===== src/hdl/mcu_exec_consts.vh =====
// Constants for the instruction execution core
`ifndef MCU_EXEC_CONSTS_VH
`define MCU_EXEC_CONSTS_VH

// Instruction cycle divider, clocks per instruction cycle
`define CYC_DIV           4
`define CYC_CNT_W         2

// Bus register byte offsets
`define OFS_CTRL          8'h00
`define OFS_STATUS        8'h04
`define OFS_ACCUM         8'h08
`define OFS_PC            8'h0C
`define OFS_OPTION        8'h10
`define OFS_INTCTL        8'h14
`define OFS_PCLATCH       8'h18
`define OFS_WDOG          8'h1C

// Control register fields
`define CTRL_RUN          0
`define CTRL_WAKE         1

// Status byte fields
`define ST_CARRY          0
`define ST_DCARRY         1
`define ST_ZERO           2
`define ST_PDOWN          3
`define ST_WDEXP          4
`define ST_HALT           5

// Interrupt control field
`define IC_GIE            7

// File addresses decoded by the core
`define FA_STATUS         7'h03
`define FA_OPTION         7'h01
`define FA_PCLATCH        7'h0A
`define FA_INTCTL         7'h0B

// Reset values
`define RST_OPTION        8'hFF
`define RST_INTCTL        8'h00
`define RST_PC            13'h0000
`define NOP_WORD          14'h0000

// Fixed opcodes
`define OP_OPTION         14'h0062
`define OP_SLEEP          14'h0063
`define OP_INTERRUPT_RETURN_OP         14'h0009
`define OP_RETURN         14'h0008

`endif


===== src/hdl/data_file.v =====
// Data register file, 128 bytes, one write port and one read port
`timescale 1ns/1ns
module data_file (
    input  wire       clk_i,
    input  wire       we_i,
    input  wire [6:0] waddr_i,
    input  wire [7:0] wdata_i,
    input  wire [6:0] raddr_i,
    output wire [7:0] rdata_o
);
    reg [7:0] mem [0:127];

    always @(posedge clk_i) begin
        if (we_i) begin
            mem[waddr_i] <= wdata_i;
        end
    end

    assign rdata_o = mem[raddr_i];
endmodule // data_file


===== src/hdl/mcu_exec_core.v =====
// Instruction decode and execute core with a Wishbone register slave
// What this block does
// RULE_01: A set bit under bit_test_skip_if_one discards the prefetched word and runs a no-op.
// RULE_02: A subroutine jump pushes the next address, loads bits 10..0 from the word, 12..11 from latch bits 4..3.
// RULE_03: register_clear_op writes zero to the register and sets zero, in one cycle.
// RULE_04: increment_skip_if_zero adds one, touches no flag, and skips on a zero result.
// RULE_05: Destination bit 0 sends the result to the accumulator, 1 back to the register.
// RULE_06: Register and literal OR combine with the accumulator and update zero.
// RULE_07: load_literal_op loads the literal into the accumulator with no flag change.
// RULE_08: store_accum_op copies the accumulator into the register with no flag change.
// RULE_09: The legacy option opcode copies the accumulator into the option register, also bus reachable.
// RULE_10: literal_return_op loads the literal, pops the stack top into the counter, two cycles.
// RULE_11: rotate_left_thru_carry moves carry into bit 0 and bit 7 into carry, only carry changes.
// RULE_12: rotate_right_thru_carry moves carry into bit 7 and bit 0 into carry, only carry changes.
// RULE_13: Power-down clears watchdog and prescaler, sets expiry flag, clears power-down flag, halts.
// RULE_14: interrupt_return_op pops the stack and sets global_irq_enable; plain return only pops.
// RULE_15: literal_minus_accum_op computes literal minus accumulator, updating carry, digit carry, zero.
//
// Decided for this implementation: the placing of the registers and the Wishbone interface to the registers.
`timescale 1ns/1ns
`include "mcu_exec_consts.vh"
module mcu_exec_core (
    input  wire        clk_i,
    input  wire        rst_i,
    input  wire        wb_cyc_i,
    input  wire        wb_stb_i,
    input  wire        wb_we_i,
    input  wire [7:0]  wb_adr_i,
    input  wire [3:0]  wb_sel_i,
    input  wire [31:0] wb_dat_i,
    output reg  [31:0] wb_dat_o,
    output reg         wb_ack_o,
    input  wire [13:0] prog_data_i,
    output reg  [12:0] prog_addr_o,
    output reg         sleep_o
);
    // Architectural state
    reg  [7:0]  accum;
    reg  [7:0]  option_reg;
    reg  [7:0]  interrupt_control_reg;
    reg  [7:0]  pc_high_latch;
    reg         carry_flag;
    reg         digit_carry_flag;
    reg         zero_flag;
    reg         watchdog_expiry_flag;
    reg         power_down_flag;
    reg         run;
    reg  [13:0] ir;
    reg  [12:0] stack [0:7];
    reg  [2:0]  sp;
    reg  [7:0]  wdog_count;
    reg  [7:0]  wdog_presc;
    reg  [`CYC_CNT_W-1:0] div_count;
    reg         cyc_en;

    // Combinational execute results
    reg  [7:0]  result;
    reg         write_dest;
    reg         flush;
    reg         do_push;
    reg         do_pop;
    reg  [12:0] next_pc;
    reg         next_carry;
    reg         next_dcarry;
    reg         next_zero;
    reg         acc_load;
    reg  [7:0]  acc_value;
    reg         opt_load;
    reg         set_gie;
    reg         go_sleep;
    reg  [8:0]  diff;
    reg  [4:0]  diff_lo;

    wire [6:0]  faddr = ir[6:0];
    wire [7:0]  lit   = ir[7:0];
    wire        dest  = ir[7];
    wire [2:0]  bsel  = ir[9:7];
    wire        d_form = (ir[13:8] == 6'b000100) | (ir[13:8] == 6'b001111) |
                         (ir[13:8] == 6'b001101) | (ir[13:8] == 6'b001100);
    wire [7:0]  file_rdata;
    wire        step  = cyc_en & run & ~sleep_o;
    wire        file_we = step & write_dest;
    wire        special = (faddr == `FA_STATUS) | (faddr == `FA_OPTION) |
                          (faddr == `FA_PCLATCH) | (faddr == `FA_INTCTL);
    wire [7:0]  status_byte = {2'b00, sleep_o, watchdog_expiry_flag, power_down_flag,
                               zero_flag, digit_carry_flag, carry_flag};
    reg  [7:0]  operand;

    data_file u_file (
        .clk_i   (clk_i),
        .we_i    (file_we & ~special),
        .waddr_i (faddr),
        .wdata_i (result),
        .raddr_i (faddr),
        .rdata_o (file_rdata)
    );

    // Operand read with special file registers
    always @* begin
        case (faddr)
            `FA_STATUS:  operand = status_byte;
            `FA_OPTION:  operand = option_reg;
            `FA_PCLATCH: operand = pc_high_latch;
            `FA_INTCTL:  operand = interrupt_control_reg;
            default:     operand = file_rdata;
        endcase
    end

    // Decode and execute
    always @* begin
        result      = 8'h00;
        write_dest  = 1'b0;
        flush       = 1'b0;
        do_push     = 1'b0;
        do_pop      = 1'b0;
        next_pc     = prog_addr_o + 13'h0001;
        next_carry  = carry_flag;
        next_dcarry = digit_carry_flag;
        next_zero   = zero_flag;
        acc_load    = 1'b0;
        acc_value   = 8'h00;
        opt_load    = 1'b0;
        set_gie     = 1'b0;
        go_sleep    = 1'b0;
        diff        = {1'b0, lit} + {1'b0, ~accum} + 9'h001;
        diff_lo     = {1'b0, lit[3:0]} + {1'b0, ~accum[3:0]} + 5'h01;
        if (ir[13:10] == 4'b0111) begin
            if (operand[bsel]) begin
                flush = 1'b1; // RULE_01
            end
        end else if (ir[13:11] == 3'b100) begin
            do_push = 1'b1; // RULE_02
            flush   = 1'b1;
            next_pc = {pc_high_latch[4:3], ir[10:0]}; // RULE_02
        end else if (ir[13:7] == 7'b0000011) begin
            result     = 8'h00; // RULE_03
            write_dest = 1'b1;
            next_zero  = 1'b1; // RULE_03
        end else if (ir[13:8] == 6'b001111) begin
            result = operand + 8'h01; // RULE_04
            if (result == 8'h00) begin
                flush = 1'b1; // RULE_04
            end
        end else if (ir[13:8] == 6'b000100) begin
            result    = accum | operand; // RULE_06
            next_zero = (result == 8'h00);
        end else if (ir[13:8] == 6'b111000) begin
            acc_load  = 1'b1;
            acc_value = accum | lit; // RULE_06
            next_zero = (acc_value == 8'h00);
        end else if (ir[13:10] == 4'b1100) begin
            acc_load  = 1'b1;
            acc_value = lit; // RULE_07
        end else if (ir[13:10] == 4'b1101) begin
            acc_load  = 1'b1;
            acc_value = lit; // RULE_10
            do_pop    = 1'b1;
            flush     = 1'b1;
            next_pc   = stack[sp - 3'd1]; // RULE_10
        end else if (ir[13:7] == 7'b0000001) begin
            result     = accum; // RULE_08
            write_dest = 1'b1;
        end else if (ir == `OP_OPTION) begin
            opt_load = 1'b1; // RULE_09
        end else if (ir == `OP_SLEEP) begin
            go_sleep = 1'b1; // RULE_13
        end else if ((ir == `OP_INTERRUPT_RETURN_OP) || (ir == `OP_RETURN)) begin
            do_pop  = 1'b1;
            flush   = 1'b1;
            next_pc = stack[sp - 3'd1]; // RULE_14
            set_gie = ir[0]; // RULE_14
        end else if (ir[13:8] == 6'b001101) begin
            result     = {operand[6:0], carry_flag}; // RULE_11
            next_carry = operand[7];
        end else if (ir[13:8] == 6'b001100) begin
            result     = {carry_flag, operand[7:1]}; // RULE_12
            next_carry = operand[0];
        end else if (ir[13:9] == 5'b11110) begin
            acc_load    = 1'b1;
            acc_value   = diff[7:0]; // RULE_15
            next_carry  = diff[8];
            next_dcarry = diff_lo[4];
            next_zero   = (diff[7:0] == 8'h00);
        end
        // Destination select for d-carrying register forms
        if (d_form) begin
            if (dest) begin
                write_dest = 1'b1; // RULE_05
            end else if (ir[11:8] != 4'b0000) begin
                acc_load  = 1'b1; // RULE_05
                acc_value = result;
            end
        end
    end

    // Instruction cycle enable divider
    always @(posedge clk_i) begin
        if (rst_i) begin
            div_count <= {`CYC_CNT_W{1'b0}};
            cyc_en    <= 1'b0;
        end else begin
            div_count <= div_count + 1'b1;
            cyc_en    <= (div_count == `CYC_DIV - 1);
        end
    end

    wire bus_hit = wb_cyc_i & wb_stb_i & wb_ack_o;
    wire bus_wr  = bus_hit & wb_we_i & wb_sel_i[0];

    // Fetch, program counter and stack
    always @(posedge clk_i) begin
        if (rst_i) begin
            prog_addr_o <= `RST_PC;
            ir          <= `NOP_WORD;
            sp          <= 3'd0;
        end else if (step) begin
            prog_addr_o <= next_pc;
            ir          <= flush ? `NOP_WORD : prog_data_i; // RULE_01 RULE_04
            if (do_push) begin
                stack[sp] <= prog_addr_o; // RULE_02
                sp        <= sp + 3'd1;
            end else if (do_pop) begin
                sp <= sp - 3'd1; // RULE_10 RULE_14
            end
        end
    end

    // Accumulator, flags and special registers
    always @(posedge clk_i) begin
        if (rst_i) begin
            accum                 <= 8'h00;
            carry_flag            <= 1'b0;
            digit_carry_flag      <= 1'b0;
            zero_flag             <= 1'b0;
            option_reg            <= `RST_OPTION;
            interrupt_control_reg <= `RST_INTCTL;
            pc_high_latch         <= 8'h00;
        end else if (step) begin
            if (acc_load) begin
                accum <= acc_value;
            end
            if (opt_load) begin
                option_reg <= accum; // RULE_09
            end
            if (write_dest && (faddr == `FA_OPTION)) begin
                option_reg <= result;
            end
            if (write_dest && (faddr == `FA_PCLATCH)) begin
                pc_high_latch <= result;
            end
            if (write_dest && (faddr == `FA_INTCTL)) begin
                interrupt_control_reg <= result;
            end
            if (set_gie) begin
                interrupt_control_reg[`IC_GIE] <= 1'b1; // RULE_14
            end
            if (write_dest && (faddr == `FA_STATUS)) begin
                carry_flag       <= result[`ST_CARRY];
                digit_carry_flag <= result[`ST_DCARRY];
                zero_flag        <= result[`ST_ZERO];
            end
            if (next_carry != carry_flag) begin
                carry_flag <= next_carry;
            end
            if (next_dcarry != digit_carry_flag) begin
                digit_carry_flag <= next_dcarry;
            end
            if (next_zero != zero_flag) begin
                zero_flag <= next_zero;
            end
        end else if (bus_wr) begin
            case (wb_adr_i)
                `OFS_ACCUM:   accum <= wb_dat_i[7:0];
                `OFS_OPTION:  option_reg <= wb_dat_i[7:0]; // RULE_09
                `OFS_INTCTL:  interrupt_control_reg <= wb_dat_i[7:0];
                `OFS_PCLATCH: pc_high_latch <= wb_dat_i[7:0];
                `OFS_STATUS: begin
                    carry_flag       <= wb_dat_i[`ST_CARRY];
                    digit_carry_flag <= wb_dat_i[`ST_DCARRY];
                    zero_flag        <= wb_dat_i[`ST_ZERO];
                end
                default: ;
            endcase
        end
    end

    // Power-down, watchdog and run control
    always @(posedge clk_i) begin
        if (rst_i) begin
            sleep_o              <= 1'b0;
            watchdog_expiry_flag <= 1'b1;
            power_down_flag      <= 1'b1;
            wdog_count           <= 8'h00;
            wdog_presc           <= 8'h00;
            run                  <= 1'b0;
        end else begin
            if (step && go_sleep) begin
                wdog_count           <= 8'h00; // RULE_13
                wdog_presc           <= 8'h00;
                watchdog_expiry_flag <= 1'b1;
                power_down_flag      <= 1'b0;
                sleep_o              <= 1'b1; // RULE_13
            end else begin
                if (cyc_en && run && !sleep_o) begin
                    wdog_presc <= wdog_presc + 8'h01;
                    if (wdog_presc == 8'hFF) begin
                        wdog_count <= wdog_count + 8'h01;
                    end
                end
                if (bus_wr && (wb_adr_i == `OFS_CTRL) && wb_dat_i[`CTRL_WAKE]) begin
                    sleep_o <= 1'b0;
                end
            end
            if (bus_wr && (wb_adr_i == `OFS_CTRL)) begin
                run <= wb_dat_i[`CTRL_RUN];
            end
        end
    end

    // Wishbone classic slave, ack one cycle after request
    always @(posedge clk_i) begin
        if (rst_i) begin
            wb_ack_o <= 1'b0;
            wb_dat_o <= 32'h00000000;
        end else begin
            wb_ack_o <= wb_cyc_i & wb_stb_i & ~wb_ack_o;
            if (wb_cyc_i && wb_stb_i && !wb_ack_o) begin
                case (wb_adr_i)
                    `OFS_CTRL:    wb_dat_o <= {31'h00000000, run};
                    `OFS_STATUS:  wb_dat_o <= {24'h000000, status_byte};
                    `OFS_ACCUM:   wb_dat_o <= {24'h000000, accum};
                    `OFS_PC:      wb_dat_o <= {19'h00000, prog_addr_o};
                    `OFS_OPTION:  wb_dat_o <= {24'h000000, option_reg};
                    `OFS_INTCTL:  wb_dat_o <= {24'h000000, interrupt_control_reg};
                    `OFS_PCLATCH: wb_dat_o <= {24'h000000, pc_high_latch};
                    `OFS_WDOG:    wb_dat_o <= {16'h0000, wdog_count, wdog_presc};
                    default:      wb_dat_o <= 32'h00000000;
                endcase
            end
        end
    end
endmodule // mcu_exec_core


===== config.mk =====
export PLATFORM = sky130hd
export DESIGN_NAME = mcu_exec_core
export DESIGN_NICKNAME = d
export VERILOG_FILES = /design/src/hdl/data_file.v /design/src/hdl/mcu_exec_core.v
export VERILOG_INCLUDE_DIRS = /design/src /design/src/hdl
export SDC_FILE = /design/constraint.sdc
export NUM_CORES = 1
export LEC_CHECK = 0
export BUFFER_PORTS_ARGS = -buffer_cell sky130_fd_sc_hd__buf_2
export CAP_MARGIN = 20
export CORE_ASPECT_RATIO = 0.7
export CORE_MARGIN = 3
export CORE_UTILIZATION = 53
export CTS_CLUSTER_SIZE = 28
export DETAILED_ROUTE_END_ITERATION = 8
export GPL_ROUTABILITY_DRIVEN = 0
export PLACE_DENSITY = 0.73
export SLEW_MARGIN = 40
export SYNTH_ARGS = -nofsm -noshare
export SYNTH_HDL_FRONTEND = slang
export SYNTH_HIERARCHICAL = 1
export SYNTH_SLANG_ARGS = --single-unit
export TNS_END_PERCENT = 20

===== constraint.sdc =====
create_clock -name clk_i -period 9.7 [get_ports clk_i]
set_input_delay 0.97 -clock clk_i [delete_from_list [all_inputs] [get_ports clk_i]]
set_output_delay 0.97 -clock clk_i [all_outputs]
set_load 0.005 [all_outputs]

# Yosys cells after proc, flatten, opt, wreduce, memory -nomap -nowiden
# Memory sizes are Yosys's and may differ from the RTL's. A register that Yosys moved wholly into a read port is not among the register bits.
# Cells that the tools add are included.
dict set report totals {
  ff_bits 120
  ram_bits 1128
  input_bits 63
  out_inout_bits 47
  wordCells 356
  n_memories 2
}
# name depth width rd rd_ports_with_merged_regs write_ports line
set mem_list {}
lappend mem_list {u_file.mem 128 8 1 1 1 data_file.v:11} ;# reg [7:0] mem [0:127];
lappend mem_list {stack 8 13 1 0 1 mcu_exec_core.v:49} ;# reg [12:0] stack [0:7];
dict set report op_classes {
  add_sub_neg 11
  n_lt_le_gt_ge 1
  n_eq_ne 40
  n_mux 221
  bitwise_logic 22
  n_reduce_logical 39
}
# op count
set op_table {}
lappend op_table {{$mux W8} 49}
lappend op_table {{$mux W13} 12}
lappend op_table {{$mux W1} 152}
lappend op_table {{$pmux W16 S8} 1}
lappend op_table {{$logic_not A8 Y1} 5}
lappend op_table {{$eq A8 B5 Y1 const B} 4}
lappend op_table {{$pmux W8 S4} 1}
lappend op_table {{$eq A14 B4 Y1 const B} 2}
lappend op_table {{$eq A14 B7 Y1 const B} 2}
lappend op_table {{$add A8 B1 Y8 const B} 3}
lappend op_table {{$reduce_and A3 Y1} 8}
lappend op_table {{$eq A6 B4 Y1 const B} 3}
lappend op_table {{$eq A8 B4 Y1 const B} 2}
lappend op_table {{$or A8 B8 Y8} 2}
lappend op_table {{$reduce_bool A2 Y1} 8}
lappend op_table {{$eq A7 B1 Y1 const B} 2}
lappend op_table {{$eq A7 B2 Y1 const B} 2}
lappend op_table {{$eq A7 B4 Y1 const B} 2}
lappend op_table {{$mux W14} 1}
lappend op_table {{$mux W7} 2}
lappend op_table {{$add A13 B1 Y13 const B} 1}
lappend op_table {{$logic_and A1 B1 Y1} 11}
lappend op_table {{$add A8 B8 Y9} 1}
lappend op_table {{$add A9 B1 Y9 const B} 1}
lappend op_table {{other kinds (32)} 57}

# Logic depth before layout (Yosys ltp)
dict set report logic_depth {
  depth_word 23
  ltp_mapped 20
  ltp_nobuf 17
}

# Cells and area by module
# Netlist, hierarchy kept.
# mod instances cells_each area_each_um2 seq_area_each_um2
set modules_own_cells {}
lappend modules_own_cells {data_file 1 1626 39496.6 30749.5}
lappend modules_own_cells {mcu_exec_core 1 1122 11333.4 5205.0}

# Worst setup path after synthesis
# No wires, ideal clock.
dict set report synth_path {
  path_kind {flip-flop to flip-flop}
  start {reg ir[0]}
  end {mem u_file.mem[0][4] (data pin)}
  setup_ps 617
  arrival_ps 5700
  required_ps 9083
  setup_slack_ps 3383
  path_stages_with_launch 14
  path_buffers 3
  synth_period_minus_slack_ps 6317
  path_cell_list {dfxtp_1 -> clkbuf_1 -> clkbuf_1 -> mux4_2 -> mux4_2 -> mux4_2 -> mux2_2 -> a22o_1 -> buf_2 -> ha_1 -> nand3_2 -> xor2_1 -> nor2_1 -> a21oi_2}
}
dict set report synth_via {
  elab_chain_cells 16
  word_cells_on_any_way 26
  cone_classes {add/sub: 1; eq/ne: 8; mux: 15; bitwise: 1; reduce/logical: 1}
}
# element line
set synth_rtl {}
lappend synth_rtl {{start, declared} mcu_exec_core.v:48} ;# reg [13:0] ir;
lappend synth_rtl {{start signal, assigned} mcu_exec_core.v:214} ;# ir <= `NOP_WORD;
lappend synth_rtl {{start signal, assigned} mcu_exec_core.v:218} ;# ir <= flush ? `NOP_WORD : prog_data_i;
lappend synth_rtl {{$eq A7 B4 Y1 (tied with other cells)} mcu_exec_core.v:100} ;# case (faddr)
lappend synth_rtl {{$pmux W8 S4} mcu_exec_core.v:100}
lappend synth_rtl {{$mux W8} mcu_exec_core.v:175} ;# end else if (ir[13:8] == 6'b001100) begin
lappend synth_rtl {{$mux W8} mcu_exec_core.v:172} ;# end else if (ir[13:8] == 6'b001101) begin
lappend synth_rtl {{$mux W8} mcu_exec_core.v:167} ;# end else if ((ir == `OP_INTERRUPT_RETURN_OP) || (ir == `OP_RETURN)) begin
lappend synth_rtl {{$mux W8} mcu_exec_core.v:165} ;# end else if (ir == `OP_SLEEP) begin
lappend synth_rtl {{$mux W8} mcu_exec_core.v:163} ;# end else if (ir == `OP_OPTION) begin
lappend synth_rtl {{$mux W8} mcu_exec_core.v:160} ;# end else if (ir[13:7] == 7'b0000001) begin
lappend synth_rtl {{$mux W8} mcu_exec_core.v:154} ;# end else if (ir[13:10] == 4'b1101) begin
lappend synth_rtl {{$mux W8} mcu_exec_core.v:151} ;# end else if (ir[13:10] == 4'b1100) begin
lappend synth_rtl {{$mux W8} mcu_exec_core.v:147} ;# end else if (ir[13:8] == 6'b111000) begin
lappend synth_rtl {{$mux W8} mcu_exec_core.v:144} ;# end else if (ir[13:8] == 6'b000100) begin
lappend synth_rtl {{$mux W8 (*)} mcu_exec_core.v:139} ;# end else if (ir[13:8] == 6'b001111) begin
lappend synth_rtl {{$mux W8 (*)} mcu_exec_core.v:135} ;# end else if (ir[13:7] == 7'b0000011) begin
lappend synth_rtl {{$mux W8 (*)} mcu_exec_core.v:131} ;# end else if (ir[13:11] == 3'b100) begin
lappend synth_rtl {{$mux W8 (*)} mcu_exec_core.v:127} ;# if (ir[13:10] == 4'b0111) begin
lappend synth_rtl {{net result[4]} mcu_exec_core.v:57} ;# reg [7:0] result;
lappend synth_rtl {{end, declared} data_file.v:11}
# Mark *: on every way through the listed nets, which the timed path passes. The rest lies on a longest branch.

# Worst setup path after layout
dict set report layout_path {
  start {reg ir[0]}
  end {mem u_file.mem[61][6] (data pin)}
}
# Same word-level chain as after synthesis.

==> Flow_metrics.wiki <==
{| class="wikitable"
! Metric !! Value
|-
| Result of the run || finished, violations left
|-
| Violated checks || design-rule violations
|-
| CP Class || flip-flop to flip-flop
|-
| Crit path max-delay cell type || sky130_fd_sc_hd__a221oi_2
|-
| Number of optimization iterations in the first detailed-route pass || 9
|-
| Clk pin slew, worst setup/hold paths || 60 ps
|-
| Post-CTS Hold Fix Bufs || 0
|-
| Path category of the worst min-delay check || flip-flop to flip-flop
|-
| Clock Path Buffers || 3
|-
| Total negative slack || 0 ps
|-
| Type of destination of the critical path || flip-flop
|-
| Part of the Yosys area used for sequential elements || 70.73%
|-
| Initial core utilization || 53.75%
|-
| Total of cells resized after clock tree synthesis || 0
|-
| Total wirelength of the detailed-routed design || 120.0 mm
|-
| Total die area || 0.09972 sq mm
|-
| Cell leakage power || 17.05 nW
|-
| Post-Synthesis Cells || 2748
|-
| Clock Sinks || 1232
|-
| Library cell with the largest summed area after synthesis || sky130_fd_sc_hd__edfxtp_1
|-
| Power per cell area || 178.8 mW/mm^2
|-
| TritonCTS clock tree || yes
|-
| Post-placement setup slack || 2990 ps
|-
| Number of max-capacitance violations reported || 0
|-
| Worst slew pin tran || 881.5 ps
|-
| Register with the highest flop count || u_file/mem
|-
| Post-route clock period utilization || 67.15%
|-
| CTS H-Tree Depth || 3
|-
| Clk root buf || sky130_fd_sc_hd__clkbuf_16
|-
| DRC || 1
|-
| Detailed-route wire length on metal 1 || 50.06 mm
|-
| Chain of cells forming the critical path || buf_12 -> buf_12 -> mux4_2 -> mux4_2 -> mux4_2 -> mux2_2 -> a22o_1 -> ha_1 -> nand3_2 -> nor3b_2 -> xnor2_1 -> a221oi_2 -> inv_4 -> buf_6
|-
| Met3 routed WL || 15.49 mm
|-
| Violation count after the first detailed-routing iteration || 4303
|-
| Hold slack || 434.6 ps
|-
| Final hold viol count || 0
|-
| Area of the core region || 0.09456 sq mm
|-
| Floorplan row count || 94
|-
| Vias after detailed routing || 27620
|-
| Highest achievable clock rate || 153.5 MHz
|-
| Mean area per synthesized cell || 18.50 sq um
|-
| Final antenna-violating net count || 0
|-
| Global-route congestion overflow total || 0
|-
| Startpoint kind of the worst setup timing path || flip-flop
|-
| Number of top-level design ports || 110
|-
| Area Overhead vs Synth || 10.81%
|-
| Fin Clk Skew || 22.63 ps
|-
| Total of endpoints with negative setup slack in the final report || 0
|-
| Worst-case headroom to the max-slew limit || 41.02%
|-
| Maximum number of pins on one net before global-route repair || 126
|-
| Fraction of synthesis flops using an asynchronous set or reset pin || 0%
|-
| Largest registers || u_file/mem x1024, stack x104, wb_dat_o x16
|-
| Tot GR Track Use || 24.18%
|-
| Max VDD drop || 139.9 uV
|-
| Die boundary height || 265.1 um
|-
| Clock buffers created by TritonCTS || 112
|-
| Max layer used || met5
|-
| Final Worst Setup Slack || 3186 ps
|-
| Nets@finish || 2906
|-
| Most common cell in the synthesized netlist || sky130_fd_sc_hd__edfxtp_1
|-
| Dominant cells by area after synthesis || sky130_fd_sc_hd__edfxtp_1 (67%), sky130_fd_sc_hd__mux4_2 (16%), sky130_fd_sc_hd__dfxtp_1 (4.1%), sky130_fd_sc_hd__nor2_1 (1.9%), sky130_fd_sc_hd__a21oi_1 (0.80%)
|-
| Final Slew Violations || 0
|-
| Post-CTS setup buffer count || 0
|-
| First-pass GRT wire length || 179.4 mm
|-
| Via count of the first global-routing pass || 26560
|-
| Most frequent cell on the critical path || sky130_fd_sc_hd__mux4_2
|-
| CP Max Fanout || 88
|-
| Number of synthesized register bits || 1232
|-
| Half-perimeter wire length after detailed placement || 73.43 mm
|-
| Worst-Skew Late Latency || 680 ps
|-
| Warning count from the yosys run || 6
|-
| Die X-Extent || 376.1 um
|-
| Crit path largest cell delay || 730 ps
|-
| Clock period minus worst slack || 6514 ps
|-
| Antenna violations before repair || 11
|-
| Met2 WL post-DR || 52.02 mm
|-
| Arrival @ worst endpoint || 6820 ps
|-
| Number of library cell types mapped by synthesis || 91
|-
| Most common flop cell mapped by yosys || sky130_fd_sc_hd__edfxtp_1
|-
| RSZ-0062 raised after global routing || false
|-
| Mapped Area || 0.05083 sq mm
|-
| Most used standard cells in the synthesized netlist || sky130_fd_sc_hd__edfxtp_1 (1128), sky130_fd_sc_hd__mux4_2 (362), sky130_fd_sc_hd__nor2_1 (260), sky130_fd_sc_hd__dfxtp_1 (104), sky130_fd_sc_hd__nand2_1 (96)
|-
| Avg Vias per Cell || 6.637
|-
| Average wire length per cell after detail routing || 28.83 um
|-
| Top-area cell type share of the netlist area || 66.64%
|-
| Flip-flop count of the largest register after layout || 1024
|-
| CP Data Required Time || 10000 ps
|-
| Number of flops mapped to enable cells by yosys || 1128
|-
| Port Buffer Count || 66
|-
| Fraction of final layout cells sized beyond drive strength 1 || 26.05%
|}
-- cell usage in the layout, fill, tap and decap left out, types with 25 or more instances in the layout --
cell type and n:
sky130_fd_sc_hd__nor2_1 215, sky130_fd_sc_hd__clkinv_2 25, sky130_fd_sc_hd__nand2_1 96, sky130_fd_sc_hd__ha_1 26
sky130_fd_sc_hd__inv_1 30, sky130_fd_sc_hd__buf_2 66, sky130_fd_sc_hd__clkbuf_16 118, sky130_fd_sc_hd__a21oi_1 81
sky130_fd_sc_hd__mux2i_1 36, sky130_fd_sc_hd__nand3_1 43, sky130_fd_sc_hd__dfxtp_1 97, sky130_fd_sc_hd__nor2_2 48
sky130_fd_sc_hd__clkinv_1 27, sky130_fd_sc_hd__buf_4 40, sky130_fd_sc_hd__mux4_2 362, sky130_fd_sc_hd__edfxtp_1 1128
-- path summary, 6_finish.rpt --
| path | slack (ps) | depth (start not counted) | endpoint | start |
|---|---|---|---|---|
| max | 3190 | 14 | u_file/mem[61][6]$_DFFE_PP_ | ir[0]$_SDFFE_PP0P_ |
| min | 430 | 1 | div_count[0]$_SDFF_PP0_ | div_count[0]$_SDFF_PP0_ |
| max reg2reg | 3190 | 14 | u_file/mem[61][6]$_DFFE_PP_ | ir[0]$_SDFFE_PP0P_ |
| min reg2reg | 430 | 1 | div_count[0]$_SDFF_PP0_ | div_count[0]$_SDFF_PP0_ |
-- metrics by stage --
step | power (mW) | util, % | std cells | cell area [sq um]
2_1_floorplan | 5.845 | - | 2763 | 50890
3_5_place_dp | 5.853 | 55.57 | 3948 | 52540
4_1_cts | 10.14 | 59.41 | 4156 | 56180
6_report | 10.07 | 59.57 | 4162 | 56330
3_3_place_gp | 5.852 | 55.46 | 3944 | 52440
5_1_grt | 10.35 | 59.55 | 4158 | 56320
-- logic make-up after synthesis --
family / after synthesis / share of synthesized area [%]
AOI/OAI and AO/OA: 289 / 4.133
xor gates and xnor gates: 41 / 0.7065
adders and majority gates: 27 / 0.6794
buffers and inverters: 214 / 1.866
DFF: 1232 / 70.73
muxes: 407 / 16.95
other: 1 / 0.007378
and+or+nand+nor: 537 / 4.926
-- report_power, final --
group | switching, mW | internal [mW] | total (mW)
Combinational | 0.0221 | 0.0101 | 0.0322
Clock | 1.91 | 2.42 | 4.33
Sequential | 0.00218 | 5.70 | 5.71
Total | 1.93 | 8.14 | 10.1
-- area by class of cell --
cell class | instances | area (sq um)
diodes | 4 | 10.01
clock inverters | 74 | 596.8
clock buffers | 134 | 3035
fillers | 6578 | 38240
multi-input cells | 1317 | 14180
inverters | 35 | 143.9
repair buffers | 118 | 818.3
flip-flops and latches | 1232 | 35980
well taps | 1248 | 1562
-- worst max-delay path: cells and delay by family (launching register included) --
family,cells,cell delay (ps)
muxes,4,2010
xor gates and xnor gates,1,150
DFF,1,520
and+or+nand+nor,2,200
buffers and inverters,4,1450
AOI/OAI and AO/OA,2,1090
adders and majority gates,1,330
-- metal layers --
layer	GRT usage, %	up-vias
li1	-	11340
met1	38.61	14350
met2	33.79	1745
met3	6.428	183
met4	5.127	2
met5	0	-
Power figures use the tool's default switching activity.
